`src/verilog/gpio_cf_defines.vh`:
```
/*
 Constants for the port C to F register block: I/O and data-space
 offsets, address windows and reset values.
 Assumes inclusion by bare name from the design files.
*/
`ifndef GPIO_CF_DEFINES_VH
`define GPIO_CF_DEFINES_VH

// Direct I/O window limits
`define GPCF_IO_LOW 8'h00
`define GPCF_IO_HIGH 8'h3F
// Data-space displacement of the I/O window
`define GPCF_DS_IO_BASE 8'h20
// First extended I/O address
`define GPCF_EXT_BASE 8'h60

// I/O offsets (data-space address is offset plus displacement)
`define GPCF_OFS_PF_PIN 8'h00
`define GPCF_OFS_PE_PIN 8'h01
`define GPCF_OFS_PE_DIR 8'h02
`define GPCF_OFS_PE_OUT 8'h03
`define GPCF_OFS_PD_PIN 8'h10
`define GPCF_OFS_PD_DIR 8'h11
`define GPCF_OFS_PD_OUT 8'h12
`define GPCF_OFS_PC_PIN 8'h13
// Extended space addresses (data space only)
`define GPCF_ADR_PF_DIR 8'h61
`define GPCF_ADR_PF_OUT 8'h62

// Reset values, then all-zero and all-one words
`define GPCF_RST_OUT 8'h00
`define GPCF_RST_DIR 8'h00
`define GPCF_ZERO 8'h00
`define GPCF_ONES 8'hFF

`endif

```
`src/verilog/gpcf_sync.v`:
```
/*
 Two-stage synchroniser for an eight-bit pin group.
 Assumes pins are asynchronous to clk; no reset so it only follows pins.
*/
`timescale 1ns/10ps
module gpcf_sync #(
    parameter WIDTH = 8
) (
    input wire clk,
    input wire [WIDTH-1:0] pin_in,
    output wire [WIDTH-1:0] pin_sync
);
    reg [WIDTH-1:0] stage1;
    reg [WIDTH-1:0] stage2;

    // First stage feeds only the second stage
    always @(posedge clk) begin
        stage1 <= pin_in;
        stage2 <= stage1;
    end

    assign pin_sync = stage2;
endmodule // gpcf_sync

```
`src/verilog/gpcf_ports.v`:
```
/*
 General-purpose I/O registers for port C (pin levels only), D, E, F.
 Register map, I/O offsets (data space adds 0x20): 0x00 port F pins,
 0x01 port E pins, 0x02 port E direction, 0x03 port E latch,
 0x10 port D pins, 0x11 port D direction, 0x12 port D latch,
 0x13 port C pins; data space only: 0x61 port F direction,
 0x62 port F latch.
 Assumes the core presents an 8-bit address with io_sel high for the
 direct I/O instructions and low for data-space load/store, a one-cycle
 read or write strobe, and takes read data combinationally.
 Assumes legacy_mode is a static strap that only changes while resetn
 is low, and global_pullup_disable comes from a register on clk.
 Assumes WIDTH matches the 8-bit data bus; pins are asynchronous to clk
 and reach the register file only through the synchronisers below.
 Assumes pad drivers outside this block honour out, oe and pullup.
 Assumes an unmapped read returning zero is harmless to the core,
 and that no other block answers the same addresses.
*/
`timescale 1ns/10ps
module gpcf_ports #(
    parameter WIDTH = 8
) (
    input wire clk,
    input wire resetn,
    input wire legacy_mode,
    input wire global_pullup_disable,
    input wire [7:0] bus_addr,
    input wire io_sel,
    input wire bus_wr,
    input wire bus_rd,
    input wire [7:0] bus_wdata,
    output reg [7:0] bus_rdata,
    output wire bus_hit,
    input wire [WIDTH-1:0] port_c_in,
    output wire [WIDTH-1:0] port_c_out,
    output wire [WIDTH-1:0] port_c_oe,
    input wire [WIDTH-1:0] port_d_in,
    output wire [WIDTH-1:0] port_d_out,
    output wire [WIDTH-1:0] port_d_oe,
    output wire [WIDTH-1:0] port_d_pullup,
    input wire [WIDTH-1:0] port_e_in,
    output wire [WIDTH-1:0] port_e_out,
    output wire [WIDTH-1:0] port_e_oe,
    output wire [WIDTH-1:0] port_e_pullup,
    input wire [WIDTH-1:0] port_f_in,
    output wire [WIDTH-1:0] port_f_out,
    output wire [WIDTH-1:0] port_f_oe,
    output wire [WIDTH-1:0] port_f_pullup
);
`include "gpio_cf_defines.vh"

    // Writable registers
    reg [WIDTH-1:0] port_d_output_latch;
    reg [WIDTH-1:0] port_d_direction;
    reg [WIDTH-1:0] port_e_output_latch;
    reg [WIDTH-1:0] port_e_direction;
    reg [WIDTH-1:0] port_f_output_latch;
    reg [WIDTH-1:0] port_f_direction;
    // Pin levels after the synchronisers
    wire [WIDTH-1:0] port_c_pin_levels;
    wire [WIDTH-1:0] port_d_pin_levels;
    wire [WIDTH-1:0] port_e_pin_levels;
    wire [WIDTH-1:0] port_f_pin_levels;
    // Address decode
    wire [7:0] io_ofs;
    wire io_low_ok;
    wire ds_low_ok;
    wire low_ok;
    wire ext_ok;
    wire rd_live;
    // Register hits
    wire hit_pf_pin;
    wire hit_pe_pin;
    wire hit_pe_dir;
    wire hit_pe_out;
    wire hit_pd_pin;
    wire hit_pd_dir;
    wire hit_pd_out;
    wire hit_pc_pin;
    wire hit_pf_dir;
    wire hit_pf_out;
    // Write strobes
    wire wr_pd_out;
    wire wr_pd_dir;
    wire wr_pe_out;
    wire wr_pe_dir;
    wire wr_pf_out;
    wire wr_pf_dir;
    // Port F registers as the pads see them
    wire [WIDTH-1:0] f_lat_live;
    wire [WIDTH-1:0] f_dir_live;

    // All-zero and all-one pin words
    localparam [WIDTH-1:0] ALL_OFF = {WIDTH{1'b0}};
    localparam [WIDTH-1:0] ALL_ON = {WIDTH{1'b1}};

    // Pull-up is on for an input pin whose latch bit is one while dis is low
    function [WIDTH-1:0] pullup_of;
        input [WIDTH-1:0] dir;
        input [WIDTH-1:0] lat;
        input dis;
        begin
            pullup_of = dis ? {WIDTH{1'b0}} : (~dir & lat);
        end
    endfunction

    // Register match inside the low I/O window
    function low_hit;
        input ok;
        input [7:0] ofs;
        input [7:0] target;
        begin
            low_hit = ok && (ofs == target);
        end
    endfunction

    // Register match inside the extended window, absent in legacy mode
    function ext_hit;
        input ok;
        input legacy;
        input [7:0] addr;
        input [7:0] target;
        begin
            ext_hit = ok && !legacy && (addr == target);
        end
    endfunction

    // Pin synchronisers, one per port
    // Port C pins
    gpcf_sync #(.WIDTH(WIDTH)) u_sync_c (
        .clk(clk),
        .pin_in(port_c_in),
        .pin_sync(port_c_pin_levels)
    );

    // Port D pins
    gpcf_sync #(.WIDTH(WIDTH)) u_sync_d (
        .clk(clk),
        .pin_in(port_d_in),
        .pin_sync(port_d_pin_levels)
    );

    // Port E pins
    gpcf_sync #(.WIDTH(WIDTH)) u_sync_e (
        .clk(clk),
        .pin_in(port_e_in),
        .pin_sync(port_e_pin_levels)
    );

    // Port F pins
    gpcf_sync #(.WIDTH(WIDTH)) u_sync_f (
        .clk(clk),
        .pin_in(port_f_in),
        .pin_sync(port_f_pin_levels)
    );

    // I/O offset from either access form
    assign io_ofs = io_sel ? bus_addr : (bus_addr - `GPCF_DS_IO_BASE);
    // Direct I/O reaches only 0x00-0x3F
    assign io_low_ok = io_sel && (bus_addr <= `GPCF_IO_HIGH);
    // Data space reaches the low registers at 0x20-0x5F
    assign ds_low_ok = !io_sel && (bus_addr >= `GPCF_DS_IO_BASE) &&
        (bus_addr < `GPCF_EXT_BASE);
    // Low window from either access form
    assign low_ok = io_low_ok || ds_low_ok;
    // Extended window is data space only
    assign ext_ok = !io_sel && (bus_addr >= `GPCF_EXT_BASE);

    // Register decode
    assign hit_pf_pin = low_hit(low_ok, io_ofs, `GPCF_OFS_PF_PIN);
    assign hit_pe_pin = low_hit(low_ok, io_ofs, `GPCF_OFS_PE_PIN);
    assign hit_pe_dir = low_hit(low_ok, io_ofs, `GPCF_OFS_PE_DIR);
    assign hit_pe_out = low_hit(low_ok, io_ofs, `GPCF_OFS_PE_OUT);
    assign hit_pd_pin = low_hit(low_ok, io_ofs, `GPCF_OFS_PD_PIN);
    assign hit_pd_dir = low_hit(low_ok, io_ofs, `GPCF_OFS_PD_DIR);
    assign hit_pd_out = low_hit(low_ok, io_ofs, `GPCF_OFS_PD_OUT);
    assign hit_pc_pin = low_hit(low_ok, io_ofs, `GPCF_OFS_PC_PIN);
    // Port F output and direction vanish in legacy mode
    assign hit_pf_dir = ext_hit(ext_ok, legacy_mode, bus_addr,
        `GPCF_ADR_PF_DIR);
    assign hit_pf_out = ext_hit(ext_ok, legacy_mode, bus_addr,
        `GPCF_ADR_PF_OUT);

    assign bus_hit = hit_pf_pin | hit_pe_pin | hit_pe_dir | hit_pe_out |
        hit_pd_pin | hit_pd_dir | hit_pd_out | hit_pc_pin |
        hit_pf_dir | hit_pf_out;
    // Read data only while a read strobe meets a mapped register
    assign rd_live = bus_rd && bus_hit;

    // Write strobes; pin level registers get none, so writes drop
    assign wr_pd_out = bus_wr && hit_pd_out;
    assign wr_pd_dir = bus_wr && hit_pd_dir;
    assign wr_pe_out = bus_wr && hit_pe_out;
    assign wr_pe_dir = bus_wr && hit_pe_dir;
    assign wr_pf_out = bus_wr && hit_pf_out;
    assign wr_pf_dir = bus_wr && hit_pf_dir;

    // Port D registers
    always @(posedge clk) begin
        if (!resetn) begin
            port_d_output_latch <= `GPCF_RST_OUT;
            port_d_direction <= `GPCF_RST_DIR;
        end else begin
            if (wr_pd_out) begin
                port_d_output_latch <= bus_wdata;
            end
            if (wr_pd_dir) begin
                port_d_direction <= bus_wdata;
            end
        end
    end

    // Port E registers
    always @(posedge clk) begin
        if (!resetn) begin
            port_e_output_latch <= `GPCF_RST_OUT;
            port_e_direction <= `GPCF_RST_DIR;
        end else begin
            if (wr_pe_out) begin
                port_e_output_latch <= bus_wdata;
            end
            if (wr_pe_dir) begin
                port_e_direction <= bus_wdata;
            end
        end
    end

    // Port F registers; unreachable in legacy mode
    always @(posedge clk) begin
        if (!resetn) begin
            port_f_output_latch <= `GPCF_RST_OUT;
            port_f_direction <= `GPCF_RST_DIR;
        end else begin
            if (wr_pf_out) begin
                port_f_output_latch <= bus_wdata;
            end
            if (wr_pf_dir) begin
                port_f_direction <= bus_wdata;
            end
        end
    end

    // Pin level values have no reset; they follow the pins two edges late
    // Read multiplexer; unmapped or idle reads give zero
    always @* begin
        bus_rdata = `GPCF_ZERO;
        if (rd_live) begin
            if (hit_pf_pin) begin
                bus_rdata = port_f_pin_levels;
            end else if (hit_pe_pin) begin
                bus_rdata = port_e_pin_levels;
            end else if (hit_pe_dir) begin
                bus_rdata = port_e_direction;
            end else if (hit_pe_out) begin
                bus_rdata = port_e_output_latch;
            end else if (hit_pd_pin) begin
                bus_rdata = port_d_pin_levels;
            end else if (hit_pd_dir) begin
                bus_rdata = port_d_direction;
            end else if (hit_pd_out) begin
                bus_rdata = port_d_output_latch;
            end else if (hit_pc_pin) begin
                bus_rdata = port_c_pin_levels;
            end else if (hit_pf_dir) begin
                bus_rdata = port_f_direction;
            end else if (hit_pf_out) begin
                bus_rdata = port_f_output_latch;
            end
        end
    end

    // Port C pads: combinational so legacy state needs no clock edge;
    // outside legacy mode port C is input only and its pins just listen
    assign port_c_out = ALL_OFF;
    assign port_c_oe = legacy_mode ? ALL_ON : ALL_OFF;

    // Port D pad control
    assign port_d_out = port_d_output_latch;
    assign port_d_oe = port_d_direction;
    assign port_d_pullup = pullup_of(port_d_direction, port_d_output_latch,
        global_pullup_disable);

    // Port E pad control
    assign port_e_out = port_e_output_latch;
    assign port_e_oe = port_e_direction;
    assign port_e_pullup = pullup_of(port_e_direction, port_e_output_latch,
        global_pullup_disable);

    // Port F registers are blanked in legacy mode so the pins only listen
    assign f_lat_live = legacy_mode ? ALL_OFF : port_f_output_latch;
    assign f_dir_live = legacy_mode ? ALL_OFF : port_f_direction;

    // Port F pad control
    assign port_f_out = f_lat_live;
    assign port_f_oe = f_dir_live;
    assign port_f_pullup = pullup_of(f_dir_live, f_lat_live,
        global_pullup_disable);
endmodule // gpcf_ports

```
`config.mk`:
```
export PLATFORM = sky130hd
export DESIGN_NAME = gpcf_ports
export DESIGN_NICKNAME = d
export VERILOG_FILES = /design/src/verilog/gpcf_sync.v /design/src/verilog/gpcf_ports.v
export VERILOG_INCLUDE_DIRS = /design/src /design/src/verilog
export SDC_FILE = /design/constraint.sdc
export NUM_CORES = 1
export LEC_CHECK = 0
export ABC_AREA = 0
export BUFFER_PORTS_ARGS = -buffer_cell sky130_fd_sc_hd__buf_2
export CAP_MARGIN = 10
export CORE_MARGIN = 8
export CORE_UTILIZATION = 46
export DETAILED_ROUTE_END_ITERATION = 16
export GPL_TIMING_DRIVEN = 0
export PLACE_DENSITY = 0.73
export SLEW_MARGIN = 20
export SYNTH_ARGS = -nofsm -noshare
export SYNTH_HDL_FRONTEND = slang
export SYNTH_SLANG_ARGS = --single-unit
```
`constraint.sdc`:
```
create_clock -name clk -period 2.8 [get_ports clk]
set_input_delay 0.28 -clock clk [delete_from_list [all_inputs] [get_ports clk]]
set_output_delay 0.28 -clock clk [all_outputs]
set_load 0.01 [all_outputs]
```
==> results of run 1 <==
[where the power goes]
group | switching, W | internal, W
clock | 0.000564 | 0.000543
combinational | 0.000182 | 0.000162
sequential | 0.0000159 | 0.00164
[layer usage]
layer | vias to the layer above | track usage, % | part of all wire, %
met2 | 182 | 37.0 | 48
met4 | 0 | 8.57 | 2.4
met1 | 2092 | 26.6 | 41
li1 | 2077 | - | -
met3 | 31 | 6.95 | 8.6
met5 | - | 0 | 0
[placed cells by master, fill, tap and decap left out, types with 3 or more instances in the layout]
| cell type | count |
|---|---|
| buf_2 | 137 |
| dfxtp_1 | 112 |
| nor2b_1 | 67 |
| mux2i_1 | 51 |
| dlygate4sd3_1 | 32 |
| buf_4 | 27 |
| nor3b_1 | 24 |
| nor2_1 | 19 |
| nand2_1 | 17 |
| clkbuf_1 | 12 |
| a22oi_1 | 10 |
| a21oi_1 | 10 |
| clkbuf_8 | 10 |
| conb_1 | 8 |
| or2_2 | 6 |
| clkbuf_2 | 6 |
| nor3_4 | 5 |
| nor4_4 | 5 |
| a2111oi_4 | 5 |
| nor3_1 | 5 |
| inv_1 | 5 |
| o22a_1 | 5 |
| buf_6 | 4 |
| buf_12 | 4 |
| nand2b_1 | 4 |
| o21ai_0 | 4 |
| mux2_2 | 4 |
| nand4_1 | 3 |
| nor3_2 | 3 |
| a311o_1 | 3 |
| a311oi_2 | 3 |
[per-stage QoR]
stage | worst slack [ps] | cell area, sq um
floorplan | 51.9 | 4840
global placement | -411 | 5710
detailed placement | -429 | 5710
CTS | -54.2 | 6740
global route | -67.4 | 6940
finish | 31.0 | 6940
[flip-flops by register name, summed over array words and instances, names as in the netlist]
| register | count |
|---|---|
| u_sync_d.stage1 | 8 |
| port_f_direction | 8 |
| port_e_out | 8 |
| u_sync_f.stage1 | 8 |
| port_d_oe | 8 |
| port_d_out | 8 |
| u_sync_c.stage1 | 8 |
| u_sync_f.pin_sync | 8 |
| u_sync_e.stage1 | 8 |
| u_sync_d.pin_sync | 8 |
| port_f_output_latch | 8 |
| u_sync_e.pin_sync | 8 |
| port_e_oe | 8 |
| u_sync_c.pin_sync | 8 |
[worst max-delay path: stages]
cell	delay [ps]
buf_12	90
inv_4	30
ha_4	250
or4bb_4	470
o22a_4	280
buf_6	130
nor3_4	260
a221oi_4	130
a2111oi_4	370
buf_2	190
[logic make-up after synthesis]
| family | Yosys count | synth area share [%] |
|---|---|---|
| AND/OR/NAND/NOR | 179 | 23.3 |
| flip-flops | 112 | 46.5 |
| AO/OA/AOI/OAI | 73 | 12.2 |
| multiplexers | 55 | 11.5 |
| buffers and inverters | 48 | 5.53 |
| adder cells (fa/ha/maj) | 2 | 0.519 |
| XOR/XNOR | 2 | 0.364 |
| other | 1 | 0.0778 |
[timing repair]
| action | CTS | global route |
|---|---|---|
| pin swaps | 24 | 21 |
| hold endpoints to repair | 32 | 0 |
| setup endpoints to repair | 8 | 9 |
| hold buffers | 32 | 0 |
| resized for setup | 71 | 39 |
| cloned | 1 | 0 |
| buffers inserted | 10 | 3 |
[worst paths after layout]
check | end | cells after the start | slack [ps]
worst max register to register | port_d_oe[6] | 2 | 2020
worst max-delay path | bus_rdata[2] | 10 | 30
worst min register to register | u_sync_f.pin_sync[3] | 0 | 320
worst min-delay path | port_f_output_latch[7] | 3 | 250
[layout make-up]
type	instances	area (sq um)	share of cell area, %
Clock buffer	10	138	1.98
Sequential cell	112	2240	32.3
Buffer	41	277	3.98
Multi-Input combinational cell	319	2820	40.6
Tap cell	136	170	2.45
Inverter	7	36.3	0.523
Clock inverter	6	97.6	1.41
Timing Repair Buffer	183	1160	16.7
==> key figures, run 1 <==
Yosys
  – Most instantiated cells after synthesis: dfxtp_1 (112), nor2b_1 (67), mux2i_1 (51)
  – Syn Area/Cell: about 10 sq um
  – Synth Cell Area: just under 5000 sq um
  – Synthesized instance count: roughly 470
  – Synth warnings: 0
  – Top cell type's share of synthesized area: between 40% and 50%
  – Asr flop ratio synth: 0%
  – Number of synthesized flops with an enable pin: 0
  – Synth cell types: slightly below 60
  – Sequential fraction of the synthesis area: a little under half
  – Ys flop type: dfxtp_1
  – Synth area leader: dfxtp_1
  – Synth area leaders: dfxtp_1 (47%), mux2i_1 (11%), nor2b_1 (8.7%)
  – Post-synthesis sequential element count: roughly 110
  – Most frequent cell after synthesis: dfxtp_1

CTS
  – Clock latency on the worst-skew pair: roughly 380 ps
  – Clk buf depth: 2
  – Sink Count: between 100 and 150
  – Root buffer cell: clkbuf_8
  – CTS tree: done
  – Clk pin slew, worst setup/hold paths: approximately 110 ps
  – Total CTS buffers: 9
  – H-tree Lvls: 3

Worst setup path
  – Worst Path Arrival: between 2000 and 2500 ps
  – Worst Setup SP: bus_addr[5]
  – Critical Path End Type: output port
  – Crit path required time: about 2500 ps
  – Worst flop-to-flop path startpoint: port_d_oe[6]
  – CP Class: in2out
  – CP max FO: 6
  – CP startpoint kind: input pin

Timing
  – Tightest Pin Transition: a little over 900 ps
  – Tightest hold margin: approximately 250 ps
  – Maximum clock frequency: roughly 360 MHz
  – Final Slew Violations: 0
  – Clk_skew: 12.3 ps
  – RSZ-0062 raised after global routing: true
  – Final setup fails: 0
  – Final Hold Viols: 0
  – Relative slew slack: 37.2%
  – Final TNS setup: 0 ps
  – Part of the cycle the worst path needs: roughly 100%
  – Minimum clock period: between 2000 and 3000 ps

Floorplan
  – Core footprint: just over 10000 sq um
  – Die Y: about 120 microns
  – Die width: ~120 microns
  – Row count: 37
  – Num ports: about 150
  – Starting Density: a little under half
  – Die area: between 10000 and 15000 sq um

Cells and area
  – Util after Layout: about two thirds
  – Finished Layout Cells: about 810
  – Area growth, synth to finish: 44.1%
  – Share of cells above drive strength 1: 39.2%
  – Inserted Diodes: 0
  – Fill cell count: just under 800
  – Nets: 730

Detailed routing
  – Post-DRT Antenna Nets: 0
  – WL/cell: just under 20 microns
  – DRT Pass-1 Iters: 4
  – Drt via density: approximately 5.4
  – Routed vias: 4382
  – DRC Markers: 0
  – Routed WL: around 16000 microns
  – Initial drt markers: between 200 and 250

Place
  – Gpl congestion: approximately 0.87
  – Port bufs: ~140
  – Dpl hpwl: between 10000 and 15000 microns
  – Inst Count DP: 753

Flow run
  – Max Cap Viol: 0

Global routing
  – Total GRT Usage: ~22%
  – Number of global-route vias before repair: ~4600
  – Largest net degree at the start of global routing: 20
  – Antenna violations before repair: 0
  – First-pass GRT wire length: between 20000 and 30000 microns
  – Total gr overflow: 0

Worst hold path
  – Hold Startpoint: bus_wdata[7]
  – Class of the worst hold path: in2reg

Status
  – Run status: finished clean

Power and ir drop
  – Power Total: slightly above 0.003 W
  – Power density cells: 448 nW/um^2
  – Max IR drop VDD: around 0.00044 V
  – P_leak: 2.96 nW
No activity file was read; power rests on OpenSTA's default activity.
==> run 2: changes to the inputs <==
--- a/config.mk
+++ b/config.mk
@@ -6,14 +6,15 @@
 export SDC_FILE = /design/constraint.sdc
 export NUM_CORES = 1
 export LEC_CHECK = 0
-export ABC_AREA = 0
+export ABC_AREA = 1
 export BUFFER_PORTS_ARGS = -buffer_cell sky130_fd_sc_hd__buf_2
 export CAP_MARGIN = 10
 export CORE_MARGIN = 8
 export CORE_UTILIZATION = 46
+export CTS_CLUSTER_DIAMETER = 150
 export DETAILED_ROUTE_END_ITERATION = 16
 export GPL_TIMING_DRIVEN = 0
-export PLACE_DENSITY = 0.73
+export PLACE_DENSITY = 0.74
 export SLEW_MARGIN = 20
 export SYNTH_ARGS = -nofsm -noshare
 export SYNTH_HDL_FRONTEND = slang
==> run 2 against run 1 <==
  * Clock-buffer cell count shrank 1
  * Global-route usage shrank 0.18 points
  * Synthesized area shrank 5.8%
  * Synthesized cell count grew 24%
  * Sequential share of layout area grew 5.1 points
  * Hold slack lost 26 ps
  * Register-to-register slack is essentially flat
  * Via count grew 4.8%
  * Power shrank 9.8%
  * Cell count grew 13%
==> key figures, run 2 <==
Floorplan
  – Row count: 36
  – Core footprint: 9680 sq um
  – Die Y: around 120 microns
  – Starting Density: 46.8%
  – Die area: roughly 13000 sq um
  – Num ports: approximately 150
  – Die width: about 120 microns

Detailed routing
  – Initial drt markers: 356
  – Drt via density: roughly 5.0
  – Routed WL: between 10000 and 15000 microns
  – WL/cell: ~16 microns
  – Post-DRT Antenna Nets: 0
  – Routed vias: 4591
  – DRC Markers: 0
  – DRT Pass-1 Iters: 6

CTS
  – Sink Count: 112
  – Root buffer cell: clkbuf_8
  – CTS tree: done
  – H-tree Lvls: 3
  – Clock latency on the worst-skew pair: roughly 380 ps
  – Clk pin slew, worst setup/hold paths: approximately 110 ps
  – Clk buf depth: 2
  – Total CTS buffers: 9

Cells and area
  – Commonest cells after routing, fill and taps aside: buf_2 (149), dfxtp_1 (112), inv_1 (79), nand2_1 (75), a21oi_1 (51)
  – Commonest non-fill, non-tap cell in the layout: buf_2
  – Share of cells above drive strength 1: 28.5%
  – Inserted Diodes: 0
  – Nets: between 800 and 900
  – Area growth, synth to finish: 32.2%
  – Fill cell count: roughly 900

Yosys
  – Sequential fraction of the synthesis area: about 50%
  – Syn Area/Cell: slightly below 8 sq um
  – Ys flop type: dfxtp_1
  – Top cell type's share of synthesized area: just under 50%
  – Synth area leaders: dfxtp_1 (49%), inv_1 (6.5%), nand2_1 (6.5%)
  – Number of synthesized flops with an enable pin: 0
  – Synth cell types: 32
  – Synthesized instance count: between 500 and 600
  – Synth Cell Area: about 4500 sq um
  – Synth area leader: dfxtp_1
  – Synth warnings: 0
  – Most frequent cell after synthesis: dfxtp_1
  – Asr flop ratio synth: 0%
  – Post-synthesis sequential element count: around 110
  – Most instantiated cells after synthesis: dfxtp_1 (112), inv_1 (79), nand2_1 (78)

Power and ir drop
  – Max IR drop VDD: between 0.0003 and 0.0004 V
  – P_leak: 2.87 nW
  – Power density cells: between 400 and 500 nW/um^2

Timing
  – Final setup fails: 0
  – Maximum clock frequency: roughly 380 MHz
  – Final Slew Violations: 0
  – Minimum clock period: roughly 2600 ps
  – Final TNS setup: 0 ps
  – Clk_skew: around 5.4 ps
  – Part of the cycle the worst path needs: a little over 90%
  – Tightest Pin Transition: 618 ps
  – Final Hold Viols: 0
  – Tightest hold margin: around 220 ps
  – Relative slew slack: approximately three fifths

Global routing
  – Largest net degree at the start of global routing: 21
  – Total GRT Usage: 22.2%
  – Number of global-route vias before repair: between 4000 and 5000
  – Antenna violations before repair: 0
  – First-pass GRT wire length: 23100 microns
  – Total gr overflow: 0

Worst setup path
  – Crit path required time: 2520 ps
  – Critical Path End Type: output port
  – CP Class: in2out
  – CP startpoint kind: input pin
  – Worst Path Arrival: 2330 ps
  – Reg2reg path depth: 2
  – CP max FO: 9

Worst hold path
  – Hold Crit Depth: 3
  – Class of the worst hold path: in2reg

Status
  – Run status: finished clean

Place
  – Gpl congestion: 0.869
  – Dpl hpwl: between 10000 and 15000 microns
  – Port bufs: roughly 140

Flow run
  – Max Cap Viol: 0
-- run 2: cell count changes in the layout (fill, tap and decap cells not counted), sizes merged, moves of 8 or more --
cell    previous run  this run
inv               10        90
mux2i             51         0
a211oi             0         8
nor2              21        50
a21oi             11        51
clkbuf            28        20
nor2b             67         0
o21ai              5        51
a22oi             11         0
nor3b             26         0
nand2             18        87
nand3              4        44
-- run 2: logic make-up (layout without fill, tap and decap cells) --
kind of cell	Yosys count	after routing	share of synthesized area [%]
other cells	1	8	0.0827
flops	112	112	49.4
fa+ha+maj	2	2	0.551
simple gates	228	228	24.0
compound gates	119	119	14.0
buf+inv	123	318	11.9
-- run 2: layer usage --
metal | track usage [%] | wire length, microns | vias up
li1 | - | - | 2275
met5 | 0 | 0 | -
met4 | 7.62 | 231 | 0
met2 | 38.1 | 7260 | 181
met1 | 26.8 | 6180 | 2115
met3 | 4.46 | 1110 | 20
-- run 2: what timing repair did --
| item | in CTS | in global routing |
|---|---|---|
| buffers inserted | 0 | 5 |
| resized for setup | 0 | 7 |
| endpoints found under the hold margin | 31 | 1 |
| endpoints found under the setup margin | 0 | 6 |
| hold buffers | 31 | 1 |
-- run 2: stage by stage --
stage	util [%]	worst slack, ps	power (W)	std cells	instance area [sq um]
6_report	61.9	188	0.00280	920	6000
5_1_grt	61.9	-17.6	0.00292	920	6000
4_1_cts	61.3	123	0.00281	914	5940
3_5_place_dp	56.2	129	0.00188	867	5440
3_3_place_gp	56.2	168	0.00187	867	5440
2_1_floorplan	-	640	0.00178	592	4560
-- run 2: layout make-up --
cell class                 instances  area (sq um)  share of cell area, %
clock buffer                       9           124                   2.07
sequential                       112          2240                   37.4
inverter                          86           325                   5.42
buffer                            37           219                   3.65
multi-input combinational        357          1790                   29.9
clock inverter                     7          61.3                   1.02
timing repair buffer             179          1070                   17.8
tap                              133           166                   2.77
-- run 2: path summary, 6_finish.rpt --
path	from	end	slack, ps
min reg2reg	u_sync_f.stage1[6]	u_sync_f.pin_sync[6]	330
max	bus_addr[5]	bus_rdata[4]	190
max reg2reg	port_d_out[4]	port_d_out[4]	2020
min	resetn	port_f_output_latch[7]	220
-- run 2: report_power, final --
part | switching [W] | total, W | internal, W
sequential | 0.0000126 | 0.00165 | 0.00164
combinational | 0.000127 | 0.000225 | 0.0000978
clock | 0.000581 | 0.000926 | 0.000345
total | 0.000721 | 0.00280 | 0.00208
-- run 2: worst max-delay path, stage by stage --
cell	delay [ps]
buf_2	130
inv_1	70
ha_1	270
inv_1	40
nor2_2	80
nand3_2	70
nand2_2	80
nand2_2	60
nor2_4	180
nand2_2	100
nor2_4	210
inv_4	90
nand2_1	80
nor2_1	60
nand2_4	120
nand2_2	70
nor2_1	90
nand2_1	60
inv_1	50
buf_2	130
